### config.mk
export PLATFORM = sky130hd
export DESIGN_NAME = protection_fault_arbiter
export DESIGN_NICKNAME = d
export VERILOG_FILES = /design/src/fault_arb_pkg.sv /design/src/fault_timer.sv /design/src/protection_fault_arbiter.sv
export SDC_FILE = /design/constraint.sdc
export NUM_CORES = 1
export LEC_CHECK = 0
export ABC_AREA = 1
export BUFFER_PORTS_ARGS = -buffer_cell sky130_fd_sc_hd__buf_2
export CAP_MARGIN = 20
export CORE_ASPECT_RATIO = 1.25
export CORE_MARGIN = 2
export CORE_UTILIZATION = 62
export CTS_CLUSTER_SIZE = 24
export DETAILED_ROUTE_END_ITERATION = 8
export PLACE_DENSITY = 0.78
export SYNTH_ARGS = -nofsm -noshare
export SYNTH_HDL_FRONTEND = slang
export SYNTH_SLANG_ARGS = --single-unit
### constraint.sdc
create_clock -name mclk -period 10.23 [get_ports mclk]
set_clock_uncertainty 0.15 [all_clocks]
set_input_delay 1.023 -clock mclk [delete_from_list [all_inputs] [get_ports mclk]]
set_output_delay 1.023 -clock mclk [all_outputs]
set_load 0.05 [all_outputs]
### src/fault_arb_pkg.sv
package fault_arb_pkg;

    // delay counts in counter-clock ticks, except the short-circuit delay in mclk cycles
    localparam int unsigned TICK_NS          = 1000;
    localparam int unsigned TICK_CYCLES      = (TICK_NS + 3) / 4;
    localparam int unsigned OVC_DLY_TICKS    = 1000;
    localparam int unsigned OVD_DLY_TICKS    = 100;
    localparam int unsigned OCUR_DLY_TICKS   = 10;
    localparam int unsigned OCUR_REL_TICKS   = 1;
    localparam int unsigned XCHG_DLY_TICKS   = 10;
    localparam int unsigned SHORT_DLY_CYCLES = 75;
    localparam int unsigned TEST_SHIFT       = 4;
    localparam int unsigned CNT_W            = 16;

    // one-hot termination of the charger-minus node
    localparam logic [2:0] TERM_RELEASED = 3'h1;
    localparam logic [2:0] TERM_GND_30K  = 3'h2;
    localparam logic [2:0] TERM_VDD_200K = 3'h4;

    typedef struct packed {
        logic over_chg;
        logic over_dis;
        logic over_cur;
        logic short_ckt;
        logic xs_chg;
    } cmp_s;

    typedef struct packed {
        logic       chg_gate;
        logic       dis_gate;
        logic       standby;
        logic [2:0] term;
    } drive_s;

endpackage

### src/fault_timer.sv
module fault_timer
    import fault_arb_pkg::*;
#(
    parameter int unsigned LIMIT = 10
) (
    // clock and reset
    input  wire logic             mclk,
    input  wire logic             rst_n,
    // timing
    input  wire logic             tick,
    input  wire logic             run,
    input  wire logic             fast,
    // result
    output logic                  done
);
    logic [CNT_W-1:0] count;
    logic [CNT_W-1:0] limit_now;

    // shortened limit never drops below one tick
    assign limit_now = fast ? CNT_W'((LIMIT >> TEST_SHIFT) + 1) : CNT_W'(LIMIT);

    always_ff @(posedge mclk or negedge rst_n) begin
        if (!rst_n) begin
            count <= '0;
            done  <= 1'b0;
        end else if (!run) begin
            count <= '0;
            done  <= 1'b0;
        end else if (tick && !done) begin
            if (count + 1'b1 >= limit_now) begin
                done <= 1'b1;
            end
            count <= count + 1'b1;
        end
    end

endmodule // fault_timer

### src/protection_fault_arbiter.sv
// Behaviour
// RULE1 - over-charge timing continues while over-current is already pending or latched
// RULE2 - latched over-charge aborts a pending over-current detection
// RULE3 - over-current latched first: node pulled to ground via 30k
// RULE4 - over-charge latched first: node left released
// RULE5 - new over-charge suspends over-discharge timing and wins
// RULE6 - over-discharge timing restarts after over-charge latches if condition persists
// RULE7 - over-discharge after over-charge: no standby, node pulled to supply 200k
// RULE8 - over-discharge timing continues while over-current pending or latched
// RULE9 - latched over-discharge aborts a pending over-current detection
// RULE10 - over-discharge after over-current: drop ground pull, supply pull, standby
// RULE11 - short-circuit path runs independently of all other detections
// RULE12 - excessive-charger detection inhibited during discharge-side faults
// RULE13 - excessive-charger delay begins only once discharge gate is high
// RULE14 - board ties test select to ground; open is acceptable
// RULE15 - over-discharge: discharge gate low after delay, standby, supply pull
// RULE16 - over-current: discharge gate low after delay, no standby
// RULE17 - test select high shortens counter delays, not short-circuit delay
// RULE18 - per-fault state held and priorities evaluated every counter tick (the code evaluates them every mclk cycle; only the timers step on tick)
// RULE19 - termination select is one-hot: released, ground, or supply
module protection_fault_arbiter
    import fault_arb_pkg::*;
(
    // clock and reset
    input  wire logic   mclk,
    input  wire logic   nrst,
    // analog comparator levels
    input  wire cmp_s   cmp_in,
    input  wire logic   test_sel,
    // gate and termination drive
    output drive_s      drive
);
    logic       rst_sync1;
    logic       rst_n;
    cmp_s       cmp_m;
    cmp_s       cmp;
    logic       test_m;
    logic       test;
    logic [$clog2(TICK_CYCLES+1)-1:0] div;
    logic       tick;

    logic       oc_lat;
    logic       od_lat;
    logic       cur_lat;
    logic       sc_lat;
    logic       xc_lat;
    logic       cur_first;
    logic       od_after_oc;

    logic       oc_done;
    logic       od_done;
    logic       cur_done;
    logic       rel_done;
    logic       xc_done;
    logic       xcr_done;
    logic [7:0] sc_cnt;

    logic       od_run;
    logic       cur_run;
    logic       xc_run;
    logic       dis_high;

    // reset release
    always_ff @(posedge mclk or negedge nrst) begin
        if (!nrst) begin
            rst_sync1 <= 1'b0;
            rst_n     <= 1'b0;
        end else begin
            rst_sync1 <= 1'b1;
            rst_n     <= rst_sync1;
        end
    end

    // comparators are asynchronous to mclk
    always_ff @(posedge mclk or negedge rst_n) begin
        if (!rst_n) begin
            cmp_m  <= '0;
            cmp    <= '0;
            test_m <= 1'b0;
            test   <= 1'b0;
        end else begin
            cmp_m  <= cmp_in;
            cmp    <= cmp_m;
            test_m <= test_sel;
            test   <= test_m;
        end
    end

    // RULE18 counter clock enable
    always_ff @(posedge mclk or negedge rst_n) begin
        if (!rst_n) begin
            div  <= '0;
            tick <= 1'b0;
        end else begin
            tick <= (div == '0);
            div  <= (div == '0) ? ($bits(div))'(TICK_CYCLES - 1) : div - 1'b1;
        end
    end

    assign dis_high = !(od_lat || cur_lat || sc_lat);

    // RULE5 over-charge suspends over-discharge timing
    // RULE6 restart once over-charge latched
    assign od_run  = cmp.over_dis && !od_lat && !(cmp.over_chg && !oc_lat);
    // RULE2 abort pending over-current
    // RULE9 same for over-discharge
    assign cur_run = cmp.over_cur && !cur_lat && !oc_lat && !od_lat;
    // RULE12 inhibit during discharge faults
    // RULE13 start only with discharge gate high
    assign xc_run  = cmp.xs_chg && !xc_lat && dis_high && !cmp.over_dis && !cmp.over_cur && !cmp.short_ckt;

    // RULE17 shortened delays via test
    // RULE1 over-charge timer unaffected by over-current
    fault_timer #(.LIMIT(OVC_DLY_TICKS)) u_oc_tmr (
        .mclk (mclk), .rst_n(rst_n), .tick(tick),
        .run  (cmp.over_chg && !oc_lat), .fast(test), .done(oc_done)
    );
    // RULE8 over-discharge timer unaffected by over-current
    fault_timer #(.LIMIT(OVD_DLY_TICKS)) u_od_tmr (
        .mclk (mclk), .rst_n(rst_n), .tick(tick),
        .run  (od_run), .fast(test), .done(od_done)
    );
    fault_timer #(.LIMIT(OCUR_DLY_TICKS)) u_cur_tmr (
        .mclk (mclk), .rst_n(rst_n), .tick(tick),
        .run  (cur_run), .fast(test), .done(cur_done)
    );
    fault_timer #(.LIMIT(OCUR_REL_TICKS)) u_rel_tmr (
        .mclk (mclk), .rst_n(rst_n), .tick(tick),
        .run  ((cur_lat || sc_lat) && !cmp.over_cur && !cmp.short_ckt), .fast(test), .done(rel_done)
    );
    fault_timer #(.LIMIT(XCHG_DLY_TICKS)) u_xc_tmr (
        .mclk (mclk), .rst_n(rst_n), .tick(tick),
        .run  (xc_run), .fast(test), .done(xc_done)
    );
    fault_timer #(.LIMIT(XCHG_DLY_TICKS)) u_xcr_tmr (
        .mclk (mclk), .rst_n(rst_n), .tick(tick),
        .run  (xc_lat && !cmp.xs_chg), .fast(test), .done(xcr_done)
    );

    // over-charge latch, released when the cell drops back
    always_ff @(posedge mclk or negedge rst_n) begin
        if (!rst_n) begin
            oc_lat <= 1'b0;
        end else if (oc_done) begin
            oc_lat <= 1'b1;
        end else if (!cmp.over_chg) begin
            oc_lat <= 1'b0;
        end
    end

    // RULE15 over-discharge latch
    always_ff @(posedge mclk or negedge rst_n) begin
        if (!rst_n) begin
            od_lat      <= 1'b0;
            od_after_oc <= 1'b0;
        end else if (od_done) begin
            od_lat      <= 1'b1;
            od_after_oc <= oc_lat;
        end else if (!cmp.over_dis) begin
            od_lat      <= 1'b0;
            od_after_oc <= 1'b0;
        end
    end

    // RULE16 over-current latch
    always_ff @(posedge mclk or negedge rst_n) begin
        if (!rst_n) begin
            cur_lat   <= 1'b0;
            cur_first <= 1'b0;
        end else if (cur_done) begin
            cur_lat   <= 1'b1;
            cur_first <= !oc_lat;
        end else if (rel_done) begin
            cur_lat   <= 1'b0;
            cur_first <= 1'b0;
        end
    end

    // RULE11 short circuit on mclk, own counter
    always_ff @(posedge mclk or negedge rst_n) begin
        if (!rst_n) begin
            sc_cnt <= '0;
            sc_lat <= 1'b0;
        end else begin
            if (!cmp.short_ckt || sc_lat) begin
                sc_cnt <= '0;
            end else begin
                sc_cnt <= sc_cnt + 1'b1;
            end
            if (cmp.short_ckt && sc_cnt == 8'(SHORT_DLY_CYCLES - 1)) begin
                sc_lat <= 1'b1;
            end else if (rel_done) begin
                sc_lat <= 1'b0;
            end
        end
    end

    // excessive charger latch
    always_ff @(posedge mclk or negedge rst_n) begin
        if (!rst_n) begin
            xc_lat <= 1'b0;
        end else if (xc_done) begin
            xc_lat <= 1'b1;
        end else if (xcr_done) begin
            xc_lat <= 1'b0;
        end
    end

    // outputs from flip-flops
    always_ff @(posedge mclk or negedge rst_n) begin
        if (!rst_n) begin
            drive <= '{chg_gate: 1'b1, dis_gate: 1'b1, standby: 1'b0, term: TERM_RELEASED};
        end else begin
            drive.chg_gate <= !(oc_lat || xc_lat);
            drive.dis_gate <= dis_high;
            // RULE7 no standby after over-charge
            // RULE10 standby even if over-current was first
            drive.standby  <= od_lat && !od_after_oc;
            // RULE19 one-hot termination
            if (od_lat) begin
                drive.term <= TERM_VDD_200K;
            // RULE3 ground pull when current first
            end else if ((cur_lat && cur_first) || sc_lat) begin
                drive.term <= TERM_GND_30K;
            // RULE4 released otherwise
            end else begin
                drive.term <= TERM_RELEASED;
            end
        end
    end

endmodule // protection_fault_arbiter

==> results by group, run 1 <==
Outcome
  • Outcome: finished, final reports clean

Run
  • Maxcap violations: 0

Worst hold path
  • Worst min path class: flop to flop

Cells and area
  • Total Nets Final: 1165
  • Layout area overhead: 11.2%
  • Fin cells: 1307
  • Post-Route Utilization: 70.5%
  • Share of cells above drive strength 1: 9.51%
  • Diode count: 0

Floorplanning
  • Die Wd: 108 microns
  • Starting Density: 63.4%
  • Row count: 47
  • Vert. Die Dim: 134 microns
  • Die area: 14500 sq um
  • I/O pins: 14
  • Core footprint: 13300 sq um

Synthesis
  • Post-synth EDFFs: 0
  • Seq cells post-synth: 146
  • Cells after Synth: 1099
  • Post-synth ARST share: 100%
  • Mapped Area: 8420 sq um
  • Yosys synthesis warning count: 0
  • Sequential fraction of the synthesis area: 43.4%
  • Syn avg cell area: 7.67 sq um
  • Predominant post-synthesis flop cell: dfrtp_1
  • Syn Nets: 1140
  • Yosys cell types: 38

CTS
  • CTS Hold Bufs: 0
  • Post-CTS sizing: 0
  • H-Tree Depth: 4
  • Clk root buf: clkbuf_16
  • Clock-pin slew on the worst setup and hold paths: 0.06 ns
  • CTS buffer count: 17
  • Worst skew pair latency: 0.43 ns
  • CTS tree: done
  • Max Buffers Root-to-Sink: 2
  • Post-CTS setup buffers: 0
  • Clock sink count: 146

Setup path
  • Top delay family on crit path: flip-flops
  • Critical-path cell list: buf_2
  • Slowest CP cell: dfstp_2
  • Worst path max stage delay: 0.51 ns
  • CP max FO: 1
  • CP endpoint kind: primary output
  • Crit path kind: flop to primary output
  • Crit start category: flop
  • WP buf/inv: 1
  • Req. time, crit path: 9.06 ns
  • Arrival time worst endpoint: 1.19 ns

Global routing
  • M1 GR Usage: 32.4%
  • Overall global routing resource usage: 26.5%
  • Largest net degree at the start of global routing: 84
  • Routing usage on met3: 5.20%
  • Vias in the first global route: 7001
  • Global-route wire length before repair: 30.8 mm
  • Initial antenna violation count: 0
  • M2 GR Usage: 45.7%
  • Remaining Overflow, GRT: 0
  • Most used routing layer: met2

Routing
  • DRT iter0 DRCs: 482
  • ANT nets after route: 0
  • DRC violations left: 0
  • Wire per inst: 13.6 microns
  • Drt total wl: 17.8 mm
  • Avg Vias per Cell: 5.54
  • Vias: 7246
  • Drt first pass iters: 5

STA
  • Peak Freq: 423 MHz
  • Setup ws final: 7.87 ns
  • Max Slew Vio Count: 0
  • Setup tns final: 0 ns
  • Final Cycle Share: 23.1%
  • RSZ-0062 raised after global routing: false
  • WHS: 0.199 ns
  • Hold Vio Cnt, Final: 0
  • Min Tclk post-route: 2.36 ns
  • Worst slew margin: 48.9%
  • Final setup viols: 0
  • Worst Tran Pin Value: 0.766 ns

Placement
  • Port-buffer cells: 13
  • Placed Cells: 1275
  • Place WS: 7.92 ns
  • GP Congestion: 0.870
  • DP HPWL: 12.4 mm

Power and ir drop
  • Clk network pwr share: 53.2%
  • Cell area power density: 143 nW/um^2
  • Net Switching: 0.000281 W
  • Total leakage power: 4.34 nW
  • Worst vdd ir: 154 uV
  • Sequential power share: 44.3%
  • Internal: 0.00106 W
  • Net Sw Frac: 21.0%
  • Combinational share of power: 2.5%
==> stage by stage <==
stage,cell area [sq um],power [W]
finish,9370,0.00134
global route,9370,0.00137
CTS,9340,0.00134
detailed placement,8670,0.000635
global placement,8670,0.000634
floorplan,8420,0.000624
==> power by group through the flow <==
stage,Combinational [W],Sequential (W),Clock [W]
3_3_place_gp,0.0000309,0.000603,0
6_report,0.0000329,0.000592,0.000711
3_5_place_dp,0.0000316,0.000603,0
5_1_grt,0.0000380,0.000594,0.000743
2_1_floorplan,0.0000162,0.000607,0
4_1_cts,0.0000321,0.000593,0.000716
==> synthesized netlist by cell type (4+ instances only) <==
cell type  number  area (sq um)
nand3b_1        6          45.0
nor3_1         10          50.1
nand2_1       279          1050
a21oi_1        12          60.1
nor2_1        109           409
inv_1         152           571
nand3_1        96           480
nand4_1        34           213
nand2_2         9          56.3
o21ai_0        60           300
xor2_1         29           254
nor3b_1         4          30.0
inv_2           9          33.8
dfrtp_1       143          3580
nor3_2          4          40.0
clkbuf_1        5          18.8
o21ai_1         5          25.0
o22ai_1        47           294
nor2_2         15          93.8
ha_1           33           413
nor2_4         10           113
==> final cells by class <==
cell class	instances	area (sq um)
clock buffer	18	439
clock inverter	13	231
fill	1115	3920
inverter	161	604
multi-input combinational	783	4120
sequential	146	3660
tap	171	214
timing repair buffer	15	100
==> cell families (layout without fill, tap and decap cells) <==
| family | after synthesis | after routing | share of synthesized area, % |
|---|---|---|---|
| AND/OR/NAND/NOR | 586 | 586 | 31.8 |
| buffers and inverters | 170 | 207 | 7.71 |
| flip-flops | 146 | 146 | 43.4 |
| AO/OA/AOI/OAI | 132 | 132 | 8.82 |
| adder cells (fa/ha/maj) | 33 | 33 | 4.90 |
| XOR/XNOR | 31 | 31 | 3.31 |
| other | 1 | 1 | 0.0445 |
==> placed cells by master (no fill, tap or decap), types with 5 or more instances in the layout <==
cell / count
nor2_2: 15
o22ai_1: 47
dfrtp_1: 142
inv_1: 152
ha_1: 33
o21ai_1: 5
nand3b_1: 6
nand2_2: 9
nor2_4: 10
nand3_1: 96
nand4_1: 34
nor2_1: 109
nor3_1: 10
bufinv_16: 6
nand2_1: 279
inv_2: 9
clkbuf_16: 17
buf_2: 13
xor2_1: 29
a21oi_1: 12
o21ai_0: 60
==> final timing paths <==
path	slack, ns	cells after the start	endpoint	start
setup / recovery	7.87	1	drive[5]	drive[5]
hold / removal	0.20	0	test	test_m
setup reg to reg	7.87	14	u_oc_tmr.done	u_oc_tmr.count[0]
hold reg to reg	0.20	0	test	test_m
max in group asynchronous	8.42	2	drive[4]	rst_n
min in group asynchronous	0.22	1	rst_n	nrst
==> registers in the layout, summed over array words and instances (netlist names), 5 cells and up <==
name and cells:
div 8, u_xcr_tmr.count 16, u_rel_tmr.count 16, u_xc_tmr.count 16, u_oc_tmr.count 16, u_cur_tmr.count 16, cmp 5, cmp_m 5
drive 6, sc_cnt 8, u_od_tmr.count 16
==> layer usage <==
metal | vias up | wire (microns)
met4 | 0 | 383
li1 | 3636 | -
met3 | 41 | 607
met5 | - | 0
met1 | 3424 | 7810
met2 | 145 | 8980
(Power assumes the default switching activity.)
==> inputs of run 2 (changes only) <==
==> constraint.sdc (replaced) <==
create_clock -name mclk -period 2.2 [get_ports mclk]
set_clock_uncertainty 0.15 [all_clocks]
set_input_delay 0.22 -clock mclk [delete_from_list [all_inputs] [get_ports mclk]]
set_output_delay 0.22 -clock mclk [all_outputs]
set_load 0.05 [all_outputs]
==> run 2 against run 1 <==
The flow now finishes with violations (negative setup slack). Worst setup slack worse by 7.9 ns. Worst hold slack worse by 0.092 ns. Final area is 3.8% higher. Critical path depth rose by 13. Utilization increased by 2.6 points. Clock power increased to 4.3 times the previous value. Sequential power grew to 4.6 times the previous value. Total power grew to 4.5 times the previous value. Count of clock-buffer cells in the layout up 5. Via count increased by 1.7%. Sequential share of layout area decreased by 1.4 points. Largest power group unchanged. Highest routed layer unchanged.
==> results by group, run 2 (synthesis gave the netlist of run 1 again) <==
Outcome
  • Outcome: complete, but fails checks
  • Failing checks: negative setup slack

Global routing
  • Largest net degree at the start of global routing: 43
  • Remaining Overflow, GRT: 0
  • Global-route wire length before repair: 30.8 mm
  • Vias in the first global route: 7080
  • Initial antenna violation count: 0
  • Overall global routing resource usage: 26.3%

Setup path
  • Arrival time worst endpoint: 2.43 ns
  • Req. time, crit path: 2.40 ns
  • Critical-path cell list: ha_2 > nand2_4 > nor2_4 > xor2_2 > inv_1 > ha_1 > nand3_1 > a21oi_1 > nand2_1 > nand2_1 > nand2_1 > nand2_1 > nand2_1 > a21oi_2
  • CP endpoint kind: flop
  • Top delay family on crit path: simple AND/OR/NAND/NOR gates
  • Crit start category: flop
  • Worst path max stage delay: 0.40 ns
  • Crit-path most repeated cell: nand2_1
  • WP buf/inv: 1
  • Slowest CP cell: dfrtp_1
  • CP max FO: 3
  • Crit path kind: flop to flop

Cells and area
  • Diode count: 0
  • Final instance area: 9720 sq um
  • # fillers: 1059
  • Fin cells: 1346
  • Share of cells above drive strength 1: 13.1%
  • Most common cell after layout, fill and taps aside: nand2_1
  • Layout area overhead: 15.4%
  • Total Nets Final: 1203
  • Most frequent cells in the layout: nand2_1 (276), inv_1 (151), dfrtp_1 (141)

Placement
  • Port-buffer cells: 13
  • Placed Cells: 1295
  • Placement Cell Area: 8860 sq um
  • GP Congestion: 0.883
  • DP HPWL: 12.8 mm

Routing
  • DRC violations left: 0
  • WL met1: 7.94 mm
  • Vias: 7367
  • Highest routed metal layer: met4
  • Drt total wl: 18.1 mm
  • Metal3 WL: 545 microns
  • Metal2 WL: 9.21 mm
  • ANT nets after route: 0
  • Avg Vias per Cell: 5.47
  • DRT iter0 DRCs: 464
  • Wire per inst: 13.5 microns
  • Drt first pass iters: 5

Power and ir drop
  • Clk network pwr share: 50.9%
  • Total power draw: 0.00599 W
  • Net Sw Frac: 20.9%
  • Net Switching: 0.00125 W
  • Sequential power share: 45.8%
  • Worst vdd ir: 513 uV
  • Total leakage power: 4.53 nW
  • Cell area power density: 616 nW/um^2
  • Internal: 0.00473 W
  • Combinational share of power: 3.3%

CTS
  • Clock-pin slew on the worst setup and hold paths: 0.06 ns
  • Clk root buf: clkbuf_16
  • Clock sink count: 146
  • CTS buffer count: 17
  • Worst skew pair latency: 0.42 ns
  • Max Buffers Root-to-Sink: 2
  • H-Tree Depth: 4
  • CTS tree: done

STA
  • Final Cycle Share: 101%
  • RSZ-0062 raised after global routing: true
  • Min Tclk post-route: 2.23 ns
  • Peak Freq: 449 MHz
  • Max Slew Vio Count: 0
  • WHS: 0.107 ns
  • Hold Vio Cnt, Final: 0
  • Final setup viols: 1
  • Setup ws final: -0.0289 ns

Worst hold path
  • Worst min path class: flop to asynchronous set/reset pin

Floorplanning
  • Vert. Die Dim: 134 microns
  • I/O pins: 14
  • Row count: 47
  • Die Wd: 108 microns
  • Core footprint: 13300 sq um
  • Die area: 14500 sq um
  • Starting Density: 63.4%

Run
  • Maxcap violations: 0
==> run 2: cell types whose count changed in the layout (fill, tap and decap cells not counted), moves of 3 or more <==
cell | previous run | this run
nor2_2 | 15 | 20
buf_12 | 0 | 3
dlygate4sd3_1 | 0 | 8
buf_4 | 1 | 29
nor2_1 | 109 | 104
clkbuf_1 | 0 | 4
nand2_1 | 279 | 276
==> run 2: worst register-to-register path: stages, from the launching register on <==
cell,delay (ns)
dfrtp_1,0.40
ha_2,0.24
nand2_4,0.09
nor2_4,0.16
xor2_2,0.16
inv_1,0.07
ha_1,0.27
nand3_1,0.07
a21oi_1,0.12
nand2_1,0.06
nand2_1,0.06
nand2_1,0.05
nand2_1,0.05
nand2_1,0.07
a21oi_2,0.14
==> run 2: path summary, 6_finish.rpt <==
kind | slack, ns | from | end | cells after the start
setup / recovery | -0.03 | u_oc_tmr.count[1] | u_oc_tmr.done | 14
hold / removal | 0.11 | rst_n | u_od_tmr.count[5] | 0
setup reg to reg | -0.03 | u_oc_tmr.count[1] | u_oc_tmr.done | 14
hold reg to reg | 0.11 | rst_n | u_od_tmr.count[5] | 0
max in group asynchronous | 1.16 | rst_n | u_xc_tmr.count[14] | 1
min in group mclk | 0.20 | test_m | test | 0
==> run 2: layout make-up <==
class	instances	area [sq um]	share of cell area [%]
multi-input combinational	783	4190	43.2
sequential	146	3660	37.7
inverter	161	604	6.22
clock buffer	23	468	4.81
timing repair buffer	53	423	4.35
tap	171	214	2.20
clock inverter	9	154	1.58
==> run 2: layer usage <==
| layer | vias to the layer above | global-route usage (%) |
|---|---|---|
| met3 | 38 | 4.37 |
| met4 | 0 | 10.4 |
| met1 | 3452 | 32.0 |
| li1 | 3719 | - |
| met2 | 158 | 46.2 |
| met5 | - | 0 |
==> run 2: through the flow <==
stage	setup TNS (ns)	setup slack, ns	util (%)
after CTS	-0.0111	-0.0111	72.5
after detailed placement	-0.0497	-0.0497	66.6
after global routing	-0.153	-0.153	73.1
after global placement	0	0.0369	66.6
after floorplan	0	0.103	-
final	-0.0289	-0.0289	73.1
==> run 2: power groups by stage <==
stage	clock (W)	combinational, W	sequential, W
floorplan	0	0.0000755	0.00283
global placement	0	0.000185	0.00279
detailed placement	0	0.000188	0.00279
CTS	0.00309	0.000201	0.00274
global route	0.00321	0.000226	0.00274
finish	0.00305	0.000199	0.00274
==> run 2: repair_timing <==
action | 4_1_cts | 5_1_grt
cloned | 0 | 0
gates resized for setup | 8 | 15
pin swaps | 8 | 12
setup endpoints to repair | 1 | 4
hold buffers | 8 | 0
hold endpoints to repair | 8 | 0
buffers inserted | 7 | 4
==> inputs of run 3 (changes only) <==
--- a/config.mk
+++ b/config.mk
@@ -14,6 +14,7 @@
 export CTS_CLUSTER_SIZE = 24
 export DETAILED_ROUTE_END_ITERATION = 8
 export PLACE_DENSITY = 0.78
+export REMOVE_ABC_BUFFERS = 1
 export SYNTH_ARGS = -nofsm -noshare
 export SYNTH_HDL_FRONTEND = slang
 export SYNTH_SLANG_ARGS = --single-unit
==> constraint.sdc (replaced) <==
create_clock -name mclk -period 2.4 [get_ports mclk]
set_clock_uncertainty 0.15 [all_clocks]
set_input_delay 0.24 -clock mclk [delete_from_list [all_inputs] [get_ports mclk]]
set_output_delay 0.24 -clock mclk [all_outputs]
set_load 0.05 [all_outputs]
==> run 3 against run 2 <==
The run now ends clean. Final area shrank 2.5%. Combinational power shrank 14%. Non-clock buffer count shrank 18. Total power shrank 12%. Sequential cell count is the same. Largest cell class unchanged.
==> results by group, run 3 (synthesis gave the netlist of run 1 again) <==
Outcome
  • Outcome: finished, final reports clean

Cells and area
  • Final instance area: 9470 sq um
  • Layout area overhead: 12.4%
  • Diode count: 0
  • Share of cells above drive strength 1: 10.9%
  • Total Nets Final: 1185
  • Most common cell after layout, fill and taps aside: nand2_1
  • Most frequent cells in the layout: nand2_1 (278), inv_1 (151), dfrtp_1 (142)
  • # fillers: 1071

Routing
  • Drt first pass iters: 5
  • Wire per inst: 13.4 microns
  • DRT iter0 DRCs: 581
  • DRC violations left: 0
  • Drt total wl: 17.7 mm
  • ANT nets after route: 0
  • Avg Vias per Cell: 5.46
  • Vias: 7247

Run
  • Maxcap violations: 0

Power and ir drop
  • Total power draw: 0.00529 W
  • Total leakage power: 4.38 nW
  • Worst vdd ir: 388 uV
  • Cell area power density: 559 nW/um^2

STA
  • Hold Vio Cnt, Final: 0
  • Setup ws final: 0.116 ns
  • Setup tns final: 0 ns
  • Min Tclk post-route: 2.28 ns
  • Worst Tran Pin Value: 0.591 ns
  • Peak Freq: 438 MHz
  • Final Cycle Share: 95.2%
  • Max Slew Vio Count: 0
  • Worst slew margin: 60.6%
  • Final setup viols: 0

Floorplanning
  • Core footprint: 13300 sq um
  • I/O pins: 14
  • Die Wd: 108 microns
  • Die area: 14500 sq um
  • Row count: 47
  • Starting Density: 63.4%
  • Vert. Die Dim: 134 microns

CTS
  • Worst skew pair latency: 0.43 ns
  • CTS buffer count: 17
  • H-Tree Depth: 4
  • Max Buffers Root-to-Sink: 2
  • Clock-pin slew on the worst setup and hold paths: 0.06 ns
  • CTS tree: done
  • Clock sink count: 146
  • Clk root buf: clkbuf_16

Global routing
  • Remaining Overflow, GRT: 0
  • Global-route wire length before repair: 31.2 mm
  • Vias in the first global route: 7161
  • Largest net degree at the start of global routing: 47
  • Initial antenna violation count: 0
  • Overall global routing resource usage: 26.8%

Placement
  • Port-buffer cells: 13
  • Placement Cell Area: 8760 sq um
  • GP Congestion: 0.883
  • DP HPWL: 12.6 mm
  • Place WS: 0.0339 ns

Setup path
  • Crit path kind: flop to flop
  • CP max FO: 5
  • R2R Setup Slk: 0.12 ns
  • Req. time, crit path: 2.60 ns
  • Crit start category: flop
  • CP endpoint kind: flop
  • Arrival time worst endpoint: 2.48 ns

Worst hold path
  • Worst min path class: flop to asynchronous set/reset pin
run 3: cell count changes in the layout (fill, tap and decap cells not counted), moves of 2 or more:
| cell | change |
|---|---|
| buf_12 | -2 |
| buf_4 | -16 |
| nand2_1 | +2 |
| bufinv_16 | -2 |
| nor2_1 | +3 |
| nor2_2 | -3 |
run 3: worst paths after layout:
kind	end	from	cells after the start
max	u_oc_tmr.done	u_oc_tmr.count[0]	14
min	u_oc_tmr.count[0]	rst_n	0
max reg2reg	u_oc_tmr.done	u_oc_tmr.count[0]	14
min reg2reg	u_oc_tmr.count[0]	rst_n	0
max in group asynchronous	drive[0]	rst_n	1
min in group mclk	cmp[4]	cmp_m[4]	0
run 3: per-layer routing:
layer,track usage [%],wire [microns],vias to the layer above
met3,5.30,653,40
met4,11.0,418,0
met5,0,0,-
met2,45.7,8930,146
met1,33.1,7720,3377
li1,-,-,3684
run 3: metrics by stage:
stage	util [%]	std cells	hold slack, ns
floorplan	-	1090	-0.206
global placement	65.9	1285	-0.125
detailed placement	65.9	1285	-0.119
CTS	70.9	1325	0.195
global route	71.3	1328	0.202
finish	71.3	1328	0.186
run 3: worst max-delay path: stages (launching register included):
cell	delay, ns
dfrtp_1	0.39
ha_2	0.21
nand2_2	0.08
nor2_4	0.17
xor2_2	0.18
inv_1	0.06
ha_1	0.27
nand3_1	0.08
a21oi_1	0.19
nand2_1	0.07
nand2_1	0.09
nand2_1	0.05
nand2_1	0.07
nand2_1	0.05
a21oi_1	0.10
run 3: power breakdown:
group	internal [W]	switching (W)
sequential	0.00249	0.0000269
clock	0.00161	0.00100
combinational	0.0000542	0.000116
run 3: what timing repair did:
item | CTS | global route
hold buffers | 8 | 0
hold endpoints to repair | 8 | 0
endpoints found under the setup margin | 0 | 1
resized for setup | 0 | 8
setup buffers | 0 | 3
run 3: area by class of cell:
type	instances	area, sq um	share of cell area (%)
inverters	161	604	6.38
well taps	171	214	2.26
clock buffers	23	478	5.05
flip-flops and latches	146	3660	38.7
clock inverters	9	106	1.12
multi-input cells	783	4150	43.8
repair buffers	35	263	2.77
